File: config.mk
export PLATFORM = sky130hd
export DESIGN_NAME = cmp_edge_event_ctrl
export DESIGN_NICKNAME = d
export VERILOG_FILES = /design/src/common/cmp_pkg.sv /design/src/logic/cmp_edge_event_ctrl.sv /design/src/logic/cmp_edge_sync.sv /design/src/logic/cmp_axil_slave.sv
export SDC_FILE = /design/constraint.sdc
export NUM_CORES = 1
export LEC_CHECK = 0
export BUFFER_PORTS_ARGS = -buffer_cell sky130_fd_sc_hd__buf_2
export CORE_MARGIN = 2
export CORE_UTILIZATION = 39
export DETAILED_ROUTE_END_ITERATION = 8
export PLACE_DENSITY = 0.77
export SLEW_MARGIN = 40
export SYNTH_ARGS = -nofsm -noshare
export SYNTH_HDL_FRONTEND = slang
export SYNTH_SLANG_ARGS = --single-unit
File: constraint.sdc
create_clock -name sys_clk -period 1.7 [get_ports sys_clk]
set_input_delay 0.34 -clock sys_clk [delete_from_list [all_inputs] [get_ports sys_clk]]
set_output_delay 0.34 -clock sys_clk [all_outputs]
set_load 0.01 [all_outputs]
File: src/common/cmp_pkg.sv
// Shared constants, register layout and carrier types for the comparator control block
package cmp_pkg;

	localparam int ADDR_W = 8;
	localparam int DATA_W = 32;

	// Register byte offsets
	localparam logic [ADDR_W-1:0] OFF_CTRL    = 8'h00;
	localparam logic [ADDR_W-1:0] OFF_SYSOPT  = 8'h04;
	localparam logic [ADDR_W-1:0] OFF_PWR     = 8'h08;
	localparam logic [ADDR_W-1:0] OFF_INTSTAT = 8'h0c;
	localparam logic [ADDR_W-1:0] OFF_INTMASK = 8'h10;

	// Control and status register fields
	localparam int BIT_ENABLE  = 7;
	localparam int BIT_REFSEL  = 6;
	localparam int BIT_FLAG    = 5;
	localparam int BIT_IRQEN   = 4;
	localparam int BIT_OUTSTAT = 3;
	localparam int BIT_PINEN   = 2;
	localparam int MODE_LSB    = 0;
	localparam int MODE_W      = 2;

	localparam int BIT_CAPROUTE = 0;
	localparam int BIT_BGBUF    = 0;

	// Interrupt status and mask bits
	localparam int INT_COMPARE = 0;
	localparam int INT_WAKE    = 1;
	localparam int INT_W       = 2;

	// Values after reset
	localparam logic [7:0]       CTRL_RESET    = 8'h00;
	localparam logic             SYSOPT_RESET  = 1'h0;
	localparam logic             PWR_RESET     = 1'h0;
	localparam logic [INT_W-1:0] INTMASK_RESET = 2'h0;

	localparam logic [1:0] RESP_OKAY   = 2'h0;
	localparam logic [1:0] RESP_SLVERR = 2'h2;

	typedef enum logic [MODE_W-1:0] {MODE_FALL, MODE_RISE, MODE_FALL_ALT, MODE_BOTH} eventMode_t;

	typedef struct packed {
		logic              awvalid;
		logic [ADDR_W-1:0] awaddr;
		logic              wvalid;
		logic [DATA_W-1:0] wdata;
		logic [3:0]        wstrb;
		logic              bready;
		logic              arvalid;
		logic [ADDR_W-1:0] araddr;
		logic              rready;
	} axilReq_t;

	typedef struct packed {
		logic              awready;
		logic              wready;
		logic              bvalid;
		logic [1:0]        bresp;
		logic              arready;
		logic              rvalid;
		logic [DATA_W-1:0] rdata;
		logic [1:0]        rresp;
	} axilRsp_t;

	typedef struct packed {
		logic waitMode;
		logic stop3Mode;
		logic deepStopMode;
		logic debugHalt;
	} lowPower_t;

endpackage

File: src/logic/cmp_edge_event_ctrl.sv
// Comparator edge-event control: input routing, edge events, flag, pin and timer output, registers
// Contract
// - Enabled comparator keeps running in wait mode
// - Stop3 keeps comparing, flags events, wakes
// - Stop3 keeps driving the output pin
// - Reset leaves every bit at reset value
// - Deep stop powers down, state reset
// - Debug halt leaves operation unaffected
// - Minus pin always; plus pin when select 0
// - Capture routing feeds timer, takes its pin
// - Event on rising, falling or either edge
// - Output pin carries result only when enabled
// - Mode field picks the edge condition
// - Flag clears only on written one
// - Output status reads live result, zero disabled
// - Interrupt while flag and enable both set
//
// The register addresses and the AXI4-Lite register port were chosen for this implementation.
module cmp_edge_event_ctrl (
	input  wire logic               sys_clk,
	input  wire logic               srst,
	input  wire cmp_pkg::axilReq_t  axiReq,
	output cmp_pkg::axilRsp_t       axiRsp,
	input  wire cmp_pkg::lowPower_t lowPower,
	input  wire logic               compareRaw,
	output logic                    analogPowerOn,
	output logic                    minusInputConnect,
	output logic                    plusInputConnect,
	output logic                    referenceConnect,
	output logic                    bandgapBufferEnable,
	output logic                    compareOutputPin,
	output logic                    compareOutputPinOe,
	output logic                    timerCaptureIn,
	output logic                    timerPinDisconnect,
	output logic                    wakeRequest,
	output logic                    irq
);

	logic                       clearAll;
	logic                       wrStrobe;
	logic [cmp_pkg::ADDR_W-1:0] wrAddr;
	logic [cmp_pkg::DATA_W-1:0] wrData;
	logic [3:0]                 wrStrb;
	logic                       wrHit;
	logic                       rdStrobe;
	logic [cmp_pkg::DATA_W-1:0] rdData;
	logic                       rdHit;
	logic                       lane0Write;

	logic                       syncLevel;
	logic                       syncRise;
	logic                       syncFall;
	logic                       compareEvent;
	logic                       compareIrq;

	logic                       moduleEnable_reg;
	logic                       referenceSelect_reg;
	logic                       compareIrqEnable_reg;
	logic                       outputPinEnable_reg;
	cmp_pkg::eventMode_t        eventMode_reg;
	logic                       compareEventFlag_reg;
	logic                       outputStatus_reg;
	logic                       captureRouting_reg;
	logic                       bandgapBuffer_reg;
	logic [cmp_pkg::INT_W-1:0]  intStatus_reg;
	logic [cmp_pkg::INT_W-1:0]  intStatus_next;
	logic [cmp_pkg::INT_W-1:0]  intMask_reg;
	logic                       pinOut_reg;
	logic                       pinOe_reg;
	logic                       timerIn_reg;
	logic [7:0]                 ctrlView;

	// Bus reset and deep-stop power-down both return the block to reset state
	assign clearAll = srst | lowPower.deepStopMode;

	cmp_axil_slave busSlave (
		.sys_clk  (sys_clk),
		.srst     (srst),
		.req      (axiReq),
		.rsp      (axiRsp),
		.wrStrobe (wrStrobe),
		.wrAddr   (wrAddr),
		.wrData   (wrData),
		.wrStrb   (wrStrb),
		.wrHit    (wrHit),
		.rdStrobe (rdStrobe),
		.rdData   (rdData),
		.rdHit    (rdHit)
	);

	cmp_edge_sync edgeSync (
		.sys_clk (sys_clk),
		.clear   (clearAll),
		.asyncIn (compareRaw),
		.level   (syncLevel),
		.rise    (syncRise),
		.fall    (syncFall)
	);

	assign lane0Write = wrStrobe & wrStrb[0] & ~lowPower.deepStopMode;

	always_comb begin
		case (wrAddr)
			cmp_pkg::OFF_CTRL, cmp_pkg::OFF_SYSOPT, cmp_pkg::OFF_PWR,
			cmp_pkg::OFF_INTSTAT, cmp_pkg::OFF_INTMASK: wrHit = 1'b1;
			default: wrHit = 1'b0;
		endcase
	end

	// Edge qualification; wait, stop3 and debug halt do not gate it
	always_comb begin
		case (eventMode_reg)
			cmp_pkg::MODE_RISE: compareEvent = syncRise;
			cmp_pkg::MODE_BOTH: compareEvent = syncRise | syncFall;
			cmp_pkg::MODE_FALL, cmp_pkg::MODE_FALL_ALT: compareEvent = syncFall;
			default: compareEvent = 1'b0;
		endcase
		compareEvent = compareEvent & moduleEnable_reg;
	end

	// Control bits
	always_ff @(posedge sys_clk) begin
		if (clearAll) begin
			moduleEnable_reg     <= cmp_pkg::CTRL_RESET[cmp_pkg::BIT_ENABLE];
			referenceSelect_reg  <= cmp_pkg::CTRL_RESET[cmp_pkg::BIT_REFSEL];
			compareIrqEnable_reg <= cmp_pkg::CTRL_RESET[cmp_pkg::BIT_IRQEN];
			outputPinEnable_reg  <= cmp_pkg::CTRL_RESET[cmp_pkg::BIT_PINEN];
			eventMode_reg        <= cmp_pkg::eventMode_t'(cmp_pkg::CTRL_RESET[cmp_pkg::MODE_LSB +: cmp_pkg::MODE_W]);
		end else if (lane0Write && wrAddr == cmp_pkg::OFF_CTRL) begin
			moduleEnable_reg     <= wrData[cmp_pkg::BIT_ENABLE];
			referenceSelect_reg  <= wrData[cmp_pkg::BIT_REFSEL];
			compareIrqEnable_reg <= wrData[cmp_pkg::BIT_IRQEN];
			outputPinEnable_reg  <= wrData[cmp_pkg::BIT_PINEN];
			eventMode_reg        <= cmp_pkg::eventMode_t'(wrData[cmp_pkg::MODE_LSB +: cmp_pkg::MODE_W]);
		end
	end

	// Event flag: set wins over a write-one clear
	always_ff @(posedge sys_clk) begin
		if (clearAll) begin
			compareEventFlag_reg <= cmp_pkg::CTRL_RESET[cmp_pkg::BIT_FLAG];
		end else if (compareEvent) begin
			compareEventFlag_reg <= 1'b1;
		end else if (lane0Write && wrAddr == cmp_pkg::OFF_CTRL && wrData[cmp_pkg::BIT_FLAG]) begin
			compareEventFlag_reg <= 1'b0;
		end
	end

	// Live result, forced low while disabled
	always_ff @(posedge sys_clk) begin
		if (clearAll) begin
			outputStatus_reg <= cmp_pkg::CTRL_RESET[cmp_pkg::BIT_OUTSTAT];
		end else begin
			outputStatus_reg <= moduleEnable_reg & syncLevel;
		end
	end

	// System-level option bits
	always_ff @(posedge sys_clk) begin
		if (clearAll) begin
			captureRouting_reg <= cmp_pkg::SYSOPT_RESET;
			bandgapBuffer_reg  <= cmp_pkg::PWR_RESET;
		end else if (lane0Write) begin
			if (wrAddr == cmp_pkg::OFF_SYSOPT) begin
				captureRouting_reg <= wrData[cmp_pkg::BIT_CAPROUTE];
			end
			if (wrAddr == cmp_pkg::OFF_PWR) begin
				bandgapBuffer_reg <= wrData[cmp_pkg::BIT_BGBUF];
			end
		end
	end

	always_ff @(posedge sys_clk) begin
		if (clearAll) begin
			intMask_reg <= cmp_pkg::INTMASK_RESET;
		end else if (lane0Write && wrAddr == cmp_pkg::OFF_INTMASK) begin
			intMask_reg <= wrData[cmp_pkg::INT_W-1:0];
		end
	end

	// Sticky status, cleared by reading it; a new event in the read cycle survives
	always_comb begin
		intStatus_next = intStatus_reg;
		if (rdStrobe && axiReq.araddr == cmp_pkg::OFF_INTSTAT) begin
			intStatus_next = '0;
		end
		intStatus_next[cmp_pkg::INT_COMPARE] = intStatus_next[cmp_pkg::INT_COMPARE] | compareEvent;
		intStatus_next[cmp_pkg::INT_WAKE]    = intStatus_next[cmp_pkg::INT_WAKE] | wakeRequest;
	end

	always_ff @(posedge sys_clk) begin
		if (clearAll) begin
			intStatus_reg <= '0;
		end else begin
			intStatus_reg <= intStatus_next;
		end
	end

	// Output pin keeps working in stop3 and debug halt
	always_ff @(posedge sys_clk) begin
		if (clearAll) begin
			pinOut_reg <= 1'b0;
			pinOe_reg  <= 1'b0;
		end else begin
			pinOut_reg <= outputPinEnable_reg & moduleEnable_reg & syncLevel;
			pinOe_reg  <= outputPinEnable_reg & moduleEnable_reg;
		end
	end

	always_ff @(posedge sys_clk) begin
		if (clearAll) begin
			timerIn_reg <= 1'b0;
		end else begin
			timerIn_reg <= captureRouting_reg & moduleEnable_reg & syncLevel;
		end
	end

	assign compareOutputPin    = pinOut_reg;
	assign compareOutputPinOe  = pinOe_reg;
	assign timerCaptureIn      = timerIn_reg;
	assign timerPinDisconnect  = captureRouting_reg;
	assign analogPowerOn       = moduleEnable_reg & ~lowPower.deepStopMode;
	assign minusInputConnect   = analogPowerOn;
	assign plusInputConnect    = analogPowerOn & ~referenceSelect_reg;
	assign referenceConnect    = analogPowerOn & referenceSelect_reg;
	assign bandgapBufferEnable = bandgapBuffer_reg;

	assign compareIrq  = compareEventFlag_reg & compareIrqEnable_reg;
	assign wakeRequest = compareIrq & (lowPower.waitMode | lowPower.stop3Mode);
	assign irq         = compareIrq | (|(intStatus_reg & intMask_reg));

	always_comb begin
		ctrlView = '0;
		ctrlView[cmp_pkg::BIT_ENABLE]  = moduleEnable_reg;
		ctrlView[cmp_pkg::BIT_REFSEL]  = referenceSelect_reg;
		ctrlView[cmp_pkg::BIT_FLAG]    = compareEventFlag_reg;
		ctrlView[cmp_pkg::BIT_IRQEN]   = compareIrqEnable_reg;
		ctrlView[cmp_pkg::BIT_OUTSTAT] = outputStatus_reg;
		ctrlView[cmp_pkg::BIT_PINEN]   = outputPinEnable_reg;
		ctrlView[cmp_pkg::MODE_LSB +: cmp_pkg::MODE_W] = eventMode_reg;
	end

	always_comb begin
		rdData = '0;
		rdHit  = 1'b1;
		case (axiReq.araddr)
			cmp_pkg::OFF_CTRL:    rdData[7:0] = ctrlView;
			cmp_pkg::OFF_SYSOPT:  rdData[cmp_pkg::BIT_CAPROUTE] = captureRouting_reg;
			cmp_pkg::OFF_PWR:     rdData[cmp_pkg::BIT_BGBUF] = bandgapBuffer_reg;
			cmp_pkg::OFF_INTSTAT: rdData[cmp_pkg::INT_W-1:0] = intStatus_reg;
			cmp_pkg::OFF_INTMASK: rdData[cmp_pkg::INT_W-1:0] = intMask_reg;
			default:              rdHit = 1'b0;
		endcase
	end

	// Checks
	logic [1:0] cleanHist_reg;

	always_ff @(posedge sys_clk) begin
		if (clearAll) begin
			cleanHist_reg <= '0;
		end else begin
			cleanHist_reg <= {cleanHist_reg[0], 1'b1};
		end
	end
endmodule // cmp_edge_event_ctrl

File: src/logic/cmp_edge_sync.sv
// Two-stage synchroniser and edge detector for the raw comparator result
module cmp_edge_sync (
	input  wire logic sys_clk,
	input  wire logic clear,
	input  wire logic asyncIn,
	output logic      level,
	output logic      rise,
	output logic      fall
);

	logic stage1_reg;
	logic stage2_reg;
	logic prev_reg;

	// First stage feeds only the second stage
	always_ff @(posedge sys_clk) begin
		if (clear) begin
			stage1_reg <= 1'b0;
			stage2_reg <= 1'b0;
		end else begin
			stage1_reg <= asyncIn;
			stage2_reg <= stage1_reg;
		end
	end

	always_ff @(posedge sys_clk) begin
		if (clear) begin
			prev_reg <= 1'b0;
		end else begin
			prev_reg <= stage2_reg;
		end
	end

	assign level = stage2_reg;
	assign rise  = stage2_reg & ~prev_reg;
	assign fall  = ~stage2_reg & prev_reg;

endmodule // cmp_edge_sync

File: src/logic/cmp_axil_slave.sv
// AXI4-Lite slave front end: one write and one read under way at a time
module cmp_axil_slave (
	input  wire logic                       sys_clk,
	input  wire logic                       srst,
	input  wire cmp_pkg::axilReq_t          req,
	output cmp_pkg::axilRsp_t               rsp,
	output logic                            wrStrobe,
	output logic [cmp_pkg::ADDR_W-1:0]      wrAddr,
	output logic [cmp_pkg::DATA_W-1:0]      wrData,
	output logic [3:0]                      wrStrb,
	input  wire logic                       wrHit,
	output logic                            rdStrobe,
	input  wire logic [cmp_pkg::DATA_W-1:0] rdData,
	input  wire logic                       rdHit
);

	logic                       awHeld_reg;
	logic                       wHeld_reg;
	logic                       bvalid_reg;
	logic [1:0]                 bresp_reg;
	logic                       rvalid_reg;
	logic [cmp_pkg::DATA_W-1:0] rdata_reg;
	logic [1:0]                 rresp_reg;

	assign rsp.awready = ~awHeld_reg & ~bvalid_reg;
	assign rsp.wready  = ~wHeld_reg & ~bvalid_reg;
	assign rsp.arready = ~rvalid_reg;
	assign rsp.bvalid  = bvalid_reg;
	assign rsp.bresp   = bresp_reg;
	assign rsp.rvalid  = rvalid_reg;
	assign rsp.rdata   = rdata_reg;
	assign rsp.rresp   = rresp_reg;

	assign wrStrobe = awHeld_reg & wHeld_reg & ~bvalid_reg;
	assign rdStrobe = req.arvalid & ~rvalid_reg;

	// Address and data may arrive in either order
	always_ff @(posedge sys_clk) begin
		if (srst) begin
			awHeld_reg <= 1'b0;
			wHeld_reg  <= 1'b0;
			wrAddr     <= '0;
			wrData     <= '0;
			wrStrb     <= '0;
		end else if (wrStrobe) begin
			awHeld_reg <= 1'b0;
			wHeld_reg  <= 1'b0;
		end else begin
			if (req.awvalid && rsp.awready) begin
				awHeld_reg <= 1'b1;
				wrAddr     <= req.awaddr;
			end
			if (req.wvalid && rsp.wready) begin
				wHeld_reg <= 1'b1;
				wrData    <= req.wdata;
				wrStrb    <= req.wstrb;
			end
		end
	end

	always_ff @(posedge sys_clk) begin
		if (srst) begin
			bvalid_reg <= 1'b0;
			bresp_reg  <= cmp_pkg::RESP_OKAY;
		end else if (wrStrobe) begin
			bvalid_reg <= 1'b1;
			bresp_reg  <= wrHit ? cmp_pkg::RESP_OKAY : cmp_pkg::RESP_SLVERR;
		end else if (req.bready) begin
			bvalid_reg <= 1'b0;
		end
	end

	always_ff @(posedge sys_clk) begin
		if (srst) begin
			rvalid_reg <= 1'b0;
			rdata_reg  <= '0;
			rresp_reg  <= cmp_pkg::RESP_OKAY;
		end else if (rdStrobe) begin
			rvalid_reg <= 1'b1;
			rdata_reg  <= rdHit ? rdData : '0;
			rresp_reg  <= rdHit ? cmp_pkg::RESP_OKAY : cmp_pkg::RESP_SLVERR;
		end else if (req.rready) begin
			rvalid_reg <= 1'b0;
		end
	end

endmodule // cmp_axil_slave

==> summary by stage, run 1 <==
Clock network
The maximum level of the CTS H-tree is 2. The number of sinks on the clock net is 50. The clock tree from TritonCTS is done. The clock latency of the later-clocked register in the worst-skew pair is around 0.30 ns. CTS placed an instance of sky130_fd_sc_hd__clkbuf_8 at the clock tree root.

Clock-pin slew was measured on the worst setup and hold paths at about 0.090 ns. Post-CTS timing repair inserted 0 buffers for setup. Clock tree synthesis inserted a total of 5 buffers. The number of hold buffers added after CTS was 0.

The longest clock path from root to sink contains 2 buffers. The number of resized instances in the post-cts repair step is 0.

STA
Setup violations remaining at the end of the flow were counted as 0. The final-report hold violation count is 0. Setup repair after global routing left no endpoint under its margin.

The highest clock rate is between 0.6 and 0.7 GHz. Counting I/O delays and the setup requirement, the final critical path takes 1.56 ns. The ratio of final minimum period to clock period is 0.917. The accumulated negative setup slack is 0 ns. On the final layout, the worst hold slack is between 0.2 and 0.25 ns. The final-report max-slew violation count is 0.

The clock skew is ~0.0083 ns.

Yosys
The most instantiated library cell after synthesis is sky130_fd_sc_hd__dfxtp_1. The sequential area share after synthesis is 0.445. The count of warnings emitted by yosys is 0. Summed over all instances, the cell type with the most area after synthesis is sky130_fd_sc_hd__dfxtp_1. After synthesis, the mean cell area works out to between 8 and 9 µm². The most common flop cell mapped by yosys is sky130_fd_sc_hd__dfxtp_1.

In the synthesized netlist, the cells that appear most often are sky130_fd_sc_hd__dfxtp_1, sky130_fd_sc_hd__nand2_1, sky130_fd_sc_hd__buf_4. The share of synthesized flip-flops with an asynchronous set or reset is 0. The number of synthesized register bits is 50. The count of flip-flops with a built-in enable after synthesis is 0. The area share of the largest cell type after synthesis is 0.445. By area the synthesized netlist is led by sky130_fd_sc_hd__dfxtp_1, sky130_fd_sc_hd__buf_4, sky130_fd_sc_hd__nand2_1. The synthesized netlist occupies a cell area of roughly 0.0022 mm². Counting distinct cell types in the post-synthesis netlist gives 44.

Synthesis produced ~270 cells.

Finish
The finished layout holds 402 standard cells, fillers aside. The layout overhead on the synthesized area is 18.3%. The total number of nets in the final design is 395.

The repair_antennas step left the layout with diodes totalling 0. The final cell utilization of the core is 0.480. Of the cells placed in the final design, the portion with a size suffix greater than 1 is 0.264.

Pwr
The net switching power is ~0.57 mW. The switching power as a share of total power is 0.252. The total power is 2.25 mW. The worst vdd rail ir drop is between 0.0004 and 0.0005 V. The power density normalized to cell area is between 800 and 900 mW/mm². The power share of the clock group is 0.333. The share of total power dissipated in sequential elements is 0.551. The internal power of the cells totals ~1.7 mW. The cell leakage power is 1.18 nW.

The share of total power dissipated in combinational logic is 0.116.

Route
Dividing the detail-routed via count by the number of cells gives between 4 and 5. For this block, the initial DRC count from the detailed router was between 50 and 60. The total wirelength of the detailed-routed design is around 4.5 mm. After detailed routing, the number of remaining DRC violations is 0. Once detail routing completed, the nets flagged for antenna violations numbered 0.

Detailed routing inserted a total of between 1500 and 2000 vias. In the final routed layout, each cell accounts on average for ~11 µm. The first TritonRoute pass finished after 4 iterations.

Status
The flow ran to the end, and the final reports show no timing, DRC or antenna violations.

Global route
The global route total overflow is 0. The largest net degree at the start of global routing is 16. The via count of the first global-routing pass is ~1700.

The first global-routing pass estimated ~7.5 mm of wire. In the global route stage, overall resource usage came out at 0.149. The initial antenna violation count is 0.

Floorplanning
After floorplanning, the core was divided into 27 placement rows. 116 I/O pins were placed. The initial cell density of the core is 0.406. The floorplan step defined a die boundary enclosing 0.00638 mm². The placeable core region is about 0.0055 mm².

In this run the horizontal extent of the chip is 79.9 µm. The die height is around 80 µm.

Worst hold path
The type of the most critical hold path is in2reg. The startpoint identified for the worst hold timing path is axiReq[0].

Run
The tool flagged a number of max-cap violations equal to 0.

Critical path
The worst setup path is launched from a flip-flop. The worst setup path is captured at an output pin. The cell with the biggest individual delay on the critical path is sky130_fd_sc_hd__dfxtp_1. The worst setup path is of the reg2out kind.

The stage delay of the slowest cell on the critical path is about 0.36 ns. The first element of the critical path is moduleEnable_reg. The data required time at the worst endpoint is between 1 and 1.5 ns. Walking the worst path, the cells encountered are nor2b_1 > nor2b_1 > buf_2. The maximum fanout along the worst path is 5.

In this run the critical register-to-register path is launched from busSlave.wrAddr[0]. Data on the critical path arrives at its endpoint at around 1.2 ns. The critical path's top delay family is simple AND/OR/NAND/NOR gates.

Counting both buffers and inverters, the worst setup path holds a total of 1. In this design, the critical path's most frequently occurring cell is sky130_fd_sc_hd__nor2b_1.

Place
Buffers placed on the I/O ports in this run total 60. The cell count after placement is between 300 and 400. The HPWL after detailed placement is 3.59 mm. The final RePlAce weighted congestion is roughly 0.81.
-- metrics by stage --
stage / cell area (µm²) / setup WS [ns]
floorplan: 2340 / 0.243
global placement: 2550 / 0.123
detailed placement: 2550 / 0.102
CTS: 2660 / 0.121
global route: 2660 / 0.0459
finish: 2660 / 0.141
-- logic make-up after synthesis --
logic type	share of synthesized area
simple gates	0.251
compound gates	0.143
flops	0.445
buf+inv	0.121
mux	0.0267
fa+ha+maj	0.0111
other cells	0.00167
-- cell usage in the layout, fill, tap and decap left out, types with 2 or more instances in the layout --
cell / netlist / layout
sky130_fd_sc_hd__buf_2: 1 / 60
sky130_fd_sc_hd__dfxtp_1: 50 / 50
sky130_fd_sc_hd__nand2_1: 49 / 49
sky130_fd_sc_hd__conb_1: 1 / 26
sky130_fd_sc_hd__a21oi_1: 25 / 25
sky130_fd_sc_hd__nor2_1: 16 / 16
sky130_fd_sc_hd__buf_4: 29 / 10
sky130_fd_sc_hd__o21ai_0: 9 / 9
sky130_fd_sc_hd__and2_1: 7 / 7
sky130_fd_sc_hd__clkbuf_8: 0 / 7
sky130_fd_sc_hd__mux2i_1: 6 / 6
sky130_fd_sc_hd__a22o_1: 6 / 6
sky130_fd_sc_hd__nand3_1: 6 / 6
sky130_fd_sc_hd__inv_1: 5 / 5
sky130_fd_sc_hd__nor2b_1: 5 / 5
sky130_fd_sc_hd__nor3_1: 4 / 4
sky130_fd_sc_hd__nand2b_1: 3 / 3
sky130_fd_sc_hd__a31o_2: 3 / 3
sky130_fd_sc_hd__nand4_1: 3 / 3
sky130_fd_sc_hd__and3_1: 3 / 3
sky130_fd_sc_hd__nand3b_1: 2 / 2
sky130_fd_sc_hd__nand4b_1: 2 / 2
sky130_fd_sc_hd__o21a_1: 2 / 2
sky130_fd_sc_hd__ha_1: 2 / 2
-- final timing paths --
kind / endpoint / slack [ns] / depth (start not counted)
worst max-delay path: plusInputConnect / 0.14 / 3
worst min-delay path: busSlave.rvalid_reg / 0.22 / 2
worst max register to register: eventMode_reg[0] / 0.18 / 4
worst min register to register: edgeSync.level / 0.43 / 1
-- routing by layer --
metal  track usage  share of wire  vias up  wire length (µm)
met3        0.0396          0.071        7               318
met1         0.194           0.47      820              2100
met4        0.0508          0.013        0                57
met2         0.240           0.45       63              2010
li1              -              -      983                 -
met5             0              0        -                 0
-- cell type report --
type / instances / area [µm²]
clock buffers: 7 / 96.3
flip-flops and latches: 50 / 1000
repair buffers: 70 / 375
fillers: 566 / 2880
inverters: 5 / 18.8
well taps: 72 / 90.1
multi-input cells: 197 / 1070
clock inverters: 1 / 8.76
-- power by group through the flow --
stage / Combinational [mW] / Sequential, mW / Clock (mW)
global placement: 0.257 / 1.27 / 0
detailed placement: 0.262 / 1.27 / 0
CTS: 0.262 / 1.24 / 0.782
global route: 0.296 / 1.25 / 0.847
floorplan: 0.214 / 1.26 / 0
finish: 0.261 / 1.24 / 0.751
No activity file was read; power rests on OpenSTA's default activity.
==> run 2, diff against run 1 <==
--- a/config.mk
+++ b/config.mk
@@ -9,8 +9,9 @@
 export CORE_MARGIN = 2
 export CORE_UTILIZATION = 39
 export DETAILED_ROUTE_END_ITERATION = 8
-export PLACE_DENSITY = 0.77
+export PLACE_DENSITY = 0.7
 export SLEW_MARGIN = 40
 export SYNTH_ARGS = -nofsm -noshare
 export SYNTH_HDL_FRONTEND = slang
+export SYNTH_HIERARCHICAL = 1
 export SYNTH_SLANG_ARGS = --single-unit
==> run 2 against run 1 <==
The run now ends with setup timing left. Flip-flop and latch count grew 24. Register-to-register slack lost 0.32 ns. Utilization grew 3.4 points. Combinational power grew 25%. Worst hold slack lost 0.019 ns. Global-route usage grew 1.5 points. Cell count grew 45%. Sequential share of layout area grew 0.094 points. Clock skew shrank 0.0019 ns. Synthesized cell count grew 40%. Sequential power grew 45%. Non-clock buffer count grew 36. Critical path type is now reg2reg. Largest cell class is now flip-flops and latches. Highest routed layer unchanged.
==> summary by stage, run 2 <==
Route
The total wirelength of the detailed-routed design was 6.73 mm (+50%). The wire length per cell was 11.6 µm (+3.5%). The detailed-route DRC error count is 0 (unchanged). The first-pass detailed-route iteration total was 4 (unchanged). The residual antenna-violating net count after detailed routing is 0 (unchanged).

The total number of vias was 2674 (+43%). The mean number of vias per cell is 4.59 (-1.4%). The count of routing violations after the opening detailed-route iteration is 118 (+120%).

STA
The final-report max-slew violation count was 0 (unchanged). The final-report setup violation count came to 9 (+9). The ratio of final minimum period to clock period was 1.08 (+0.166). The highest clock rate was 0.543 GHz (-15%). The final-report hold violation count came to 0 (unchanged). The clock skew is 0.00647 ns (-0.00186 ns). The time the final worst path needs with I/O delays and setup was 1.84 ns (+0.282 ns). Setup repair after global routing could not meet its margin everywhere. The final critical-path setup slack is -0.141 ns (-0.282 ns).

Clock network
TritonCTS built the clock tree. The maximum level of the CTS H-tree is 3 (+1). The number of buffers on the longest clock path is 2 (unchanged). The clock latency of the later-clocked register in the worst-skew pair is 0.35 ns (+0.05 ns). The total CTS buffers is 9 (+4). The number of sinks on the clock net came to 74 (+48%). The root buffer cell chosen for the clock tree is sky130_fd_sc_hd__clkbuf_8.

The clock-pin slew of the registers on the worst-case setup and hold paths is 0.08 ns (about the same).

Floorplanning
The number of rows in the core area is 32 (+19%). The width of the die is 92.4 µm (+16%). The die area was 0.00855 mm² (+34%).

The initial cell density of the core came to 0.399 (-0.00671). The total I/O pin count was 116 (unchanged). The die height is 92.4 µm (+16%). The placeable core region is 0.00765 mm² (+38%).

Yosys
The mean instance size in the synthesized netlist is 8.24 µm² (-2.8%). The count of warnings emitted by yosys was 6 (+6). The netlist area before placement is 0.00305 mm² (+36%). The post-synthesis cell count came to 370 (+40%).

Global route
The initial antenna violation count was 0 (unchanged). The global routing usage summed across all routing layers came to 0.165 (+0.0152). The via count of the first global-routing pass is 2527 (+52%). The global-route wire length before repair came to 11.3 mm (+51%). The global route total overflow is 0 (unchanged). The largest net degree at the start of global routing came to 35 (+19).

Place
The half-perimeter wire length of the detailed placement result is 5.01 mm (+40%). The cell count after placement is 564 (+43%). The final RePlAce weighted congestion is 0.788 (-3.2%). The setup slack after placement came to -0.183 ns (-0.285 ns).

The total of buffers placed on input and output ports is 84 (+40%). The total cell area at the placement stage came to 0.00364 mm² (+43%).

Finish
The most frequent standard cell in the layout excluding fill and tap cells is sky130_fd_sc_hd__buf_2. The number of cells in the finished layout apart from fillers was 582 (+45%). From synthesis to final layout, the design area changed by 28.8%. In the layout the commonest cells are sky130_fd_sc_hd__buf_2, sky130_fd_sc_hd__nand2_1, sky130_fd_sc_hd__dfxtp_1, sky130_fd_sc_hd__a21oi_1, sky130_fd_sc_hd__nand3_1. The total number of nets in the final design is 539 (+36%). The proportion of layout cells with a drive suffix above 1 was 0.292 (+0.0280). The count of antenna diodes in the layout is 0 (unchanged). The post-route cell area came to 0.00393 mm² (+48%).

The number of flip-flops under the largest register name is 32. The final cell utilization of the core is 0.514 (+0.0342).

Pwr
The cell leakage power was 1.66 nW (+41%). The power density normalized to cell area is 930 mW/mm² (+9.6%). The worst vdd rail ir drop is 0.000786 V (+83%).

Critical path
The arrival time of data at the critical path endpoint is 2.07 ns (+0.85 ns). The worst setup path is launched from a flip-flop. STA classifies the critical path endpoint as a flip-flop.

The worst setup path is of the reg2reg kind. The maximum fanout along the worst path is 4 (-1). The data required time at the worst endpoint is 1.93 ns (+0.57 ns).

Run
The total of max-cap violations is 0 (unchanged).

Worst hold path
The type of the most critical hold path is in2reg.

Status
The flow ran to the end, but the final reports show violations. The final reports fail on setup timing.
[run 2: where the power goes]
| part | total [mW] | internal, mW | leakage [nW] | switching (mW) |
|---|---|---|---|---|
| logic | 0.327 | 0.135 | 0.948 | 0.192 |
| registers | 1.80 | 1.77 | 0.601 | 0.0287 |
| clock network | 1.53 | 0.868 | 0.112 | 0.658 |
| total | 3.65 | 2.77 | 1.66 | 0.879 |
[run 2: critical path, cell delays in order (launching register included)]
cell,delay (ns)
sky130_fd_sc_hd__dfxtp_2,0.33
sky130_fd_sc_hd__or4_4,0.60
sky130_fd_sc_hd__nor4_4,0.38
sky130_fd_sc_hd__buf_4,0.19
sky130_fd_sc_hd__mux2i_1,0.18
sky130_fd_sc_hd__nor2_1,0.05
[run 2: what timing repair did]
item                                    in CTS  in global routing
setup buffers                                0                  2
hold buffers                                 0                  0
hold endpoints to repair                     0                  0
resized for setup                            2                  8
pin swaps                                    2                  3
endpoints found under the setup margin      11                 13
[run 2: layout make-up]
type / instances / area (µm²)
clock buffer: 10 / 138
clock inverter: 6 / 90.1
fill: 726 / 3720
inverter: 8 / 30.0
multi-input combinational: 276 / 1470
sequential: 74 / 1480
tap: 102 / 128
timing repair buffer: 106 / 593
[run 2: per-layer routing]
| metal | global-route usage | part of all wire |
|---|---|---|
| met5 | 0 | 0 |
| met4 | 0.0448 | 0.011 |
| met3 | 0.0570 | 0.059 |
| met1 | 0.191 | 0.45 |
| met2 | 0.288 | 0.48 |
[run 2: final timing paths]
kind	start	endpoint	slack (ns)	depth (start not counted)
max	busSlave/wrAddr[7]	compareIrqEnable_reg	-0.14	5
min	compareRaw	edgeSync/stage1_reg	0.20	2
max reg2reg	busSlave/wrAddr[7]	compareIrqEnable_reg	-0.14	5
min reg2reg	busSlave/rdata_reg[7]	busSlave/rdata_reg[7]	0.45	2
[run 2: metrics by stage]
step / setup TNS (ns) / hold WS, ns / total power, mW
after floorplan: -2.28 / 0.414 / 2.06
after global placement: -1.41 / 0.424 / 2.13
after detailed placement: -1.62 / 0.439 / 2.14
after CTS: -0.832 / 0.195 / 3.67
after global routing: -1.97 / 0.174 / 3.82
final: -1.06 / 0.203 / 3.65
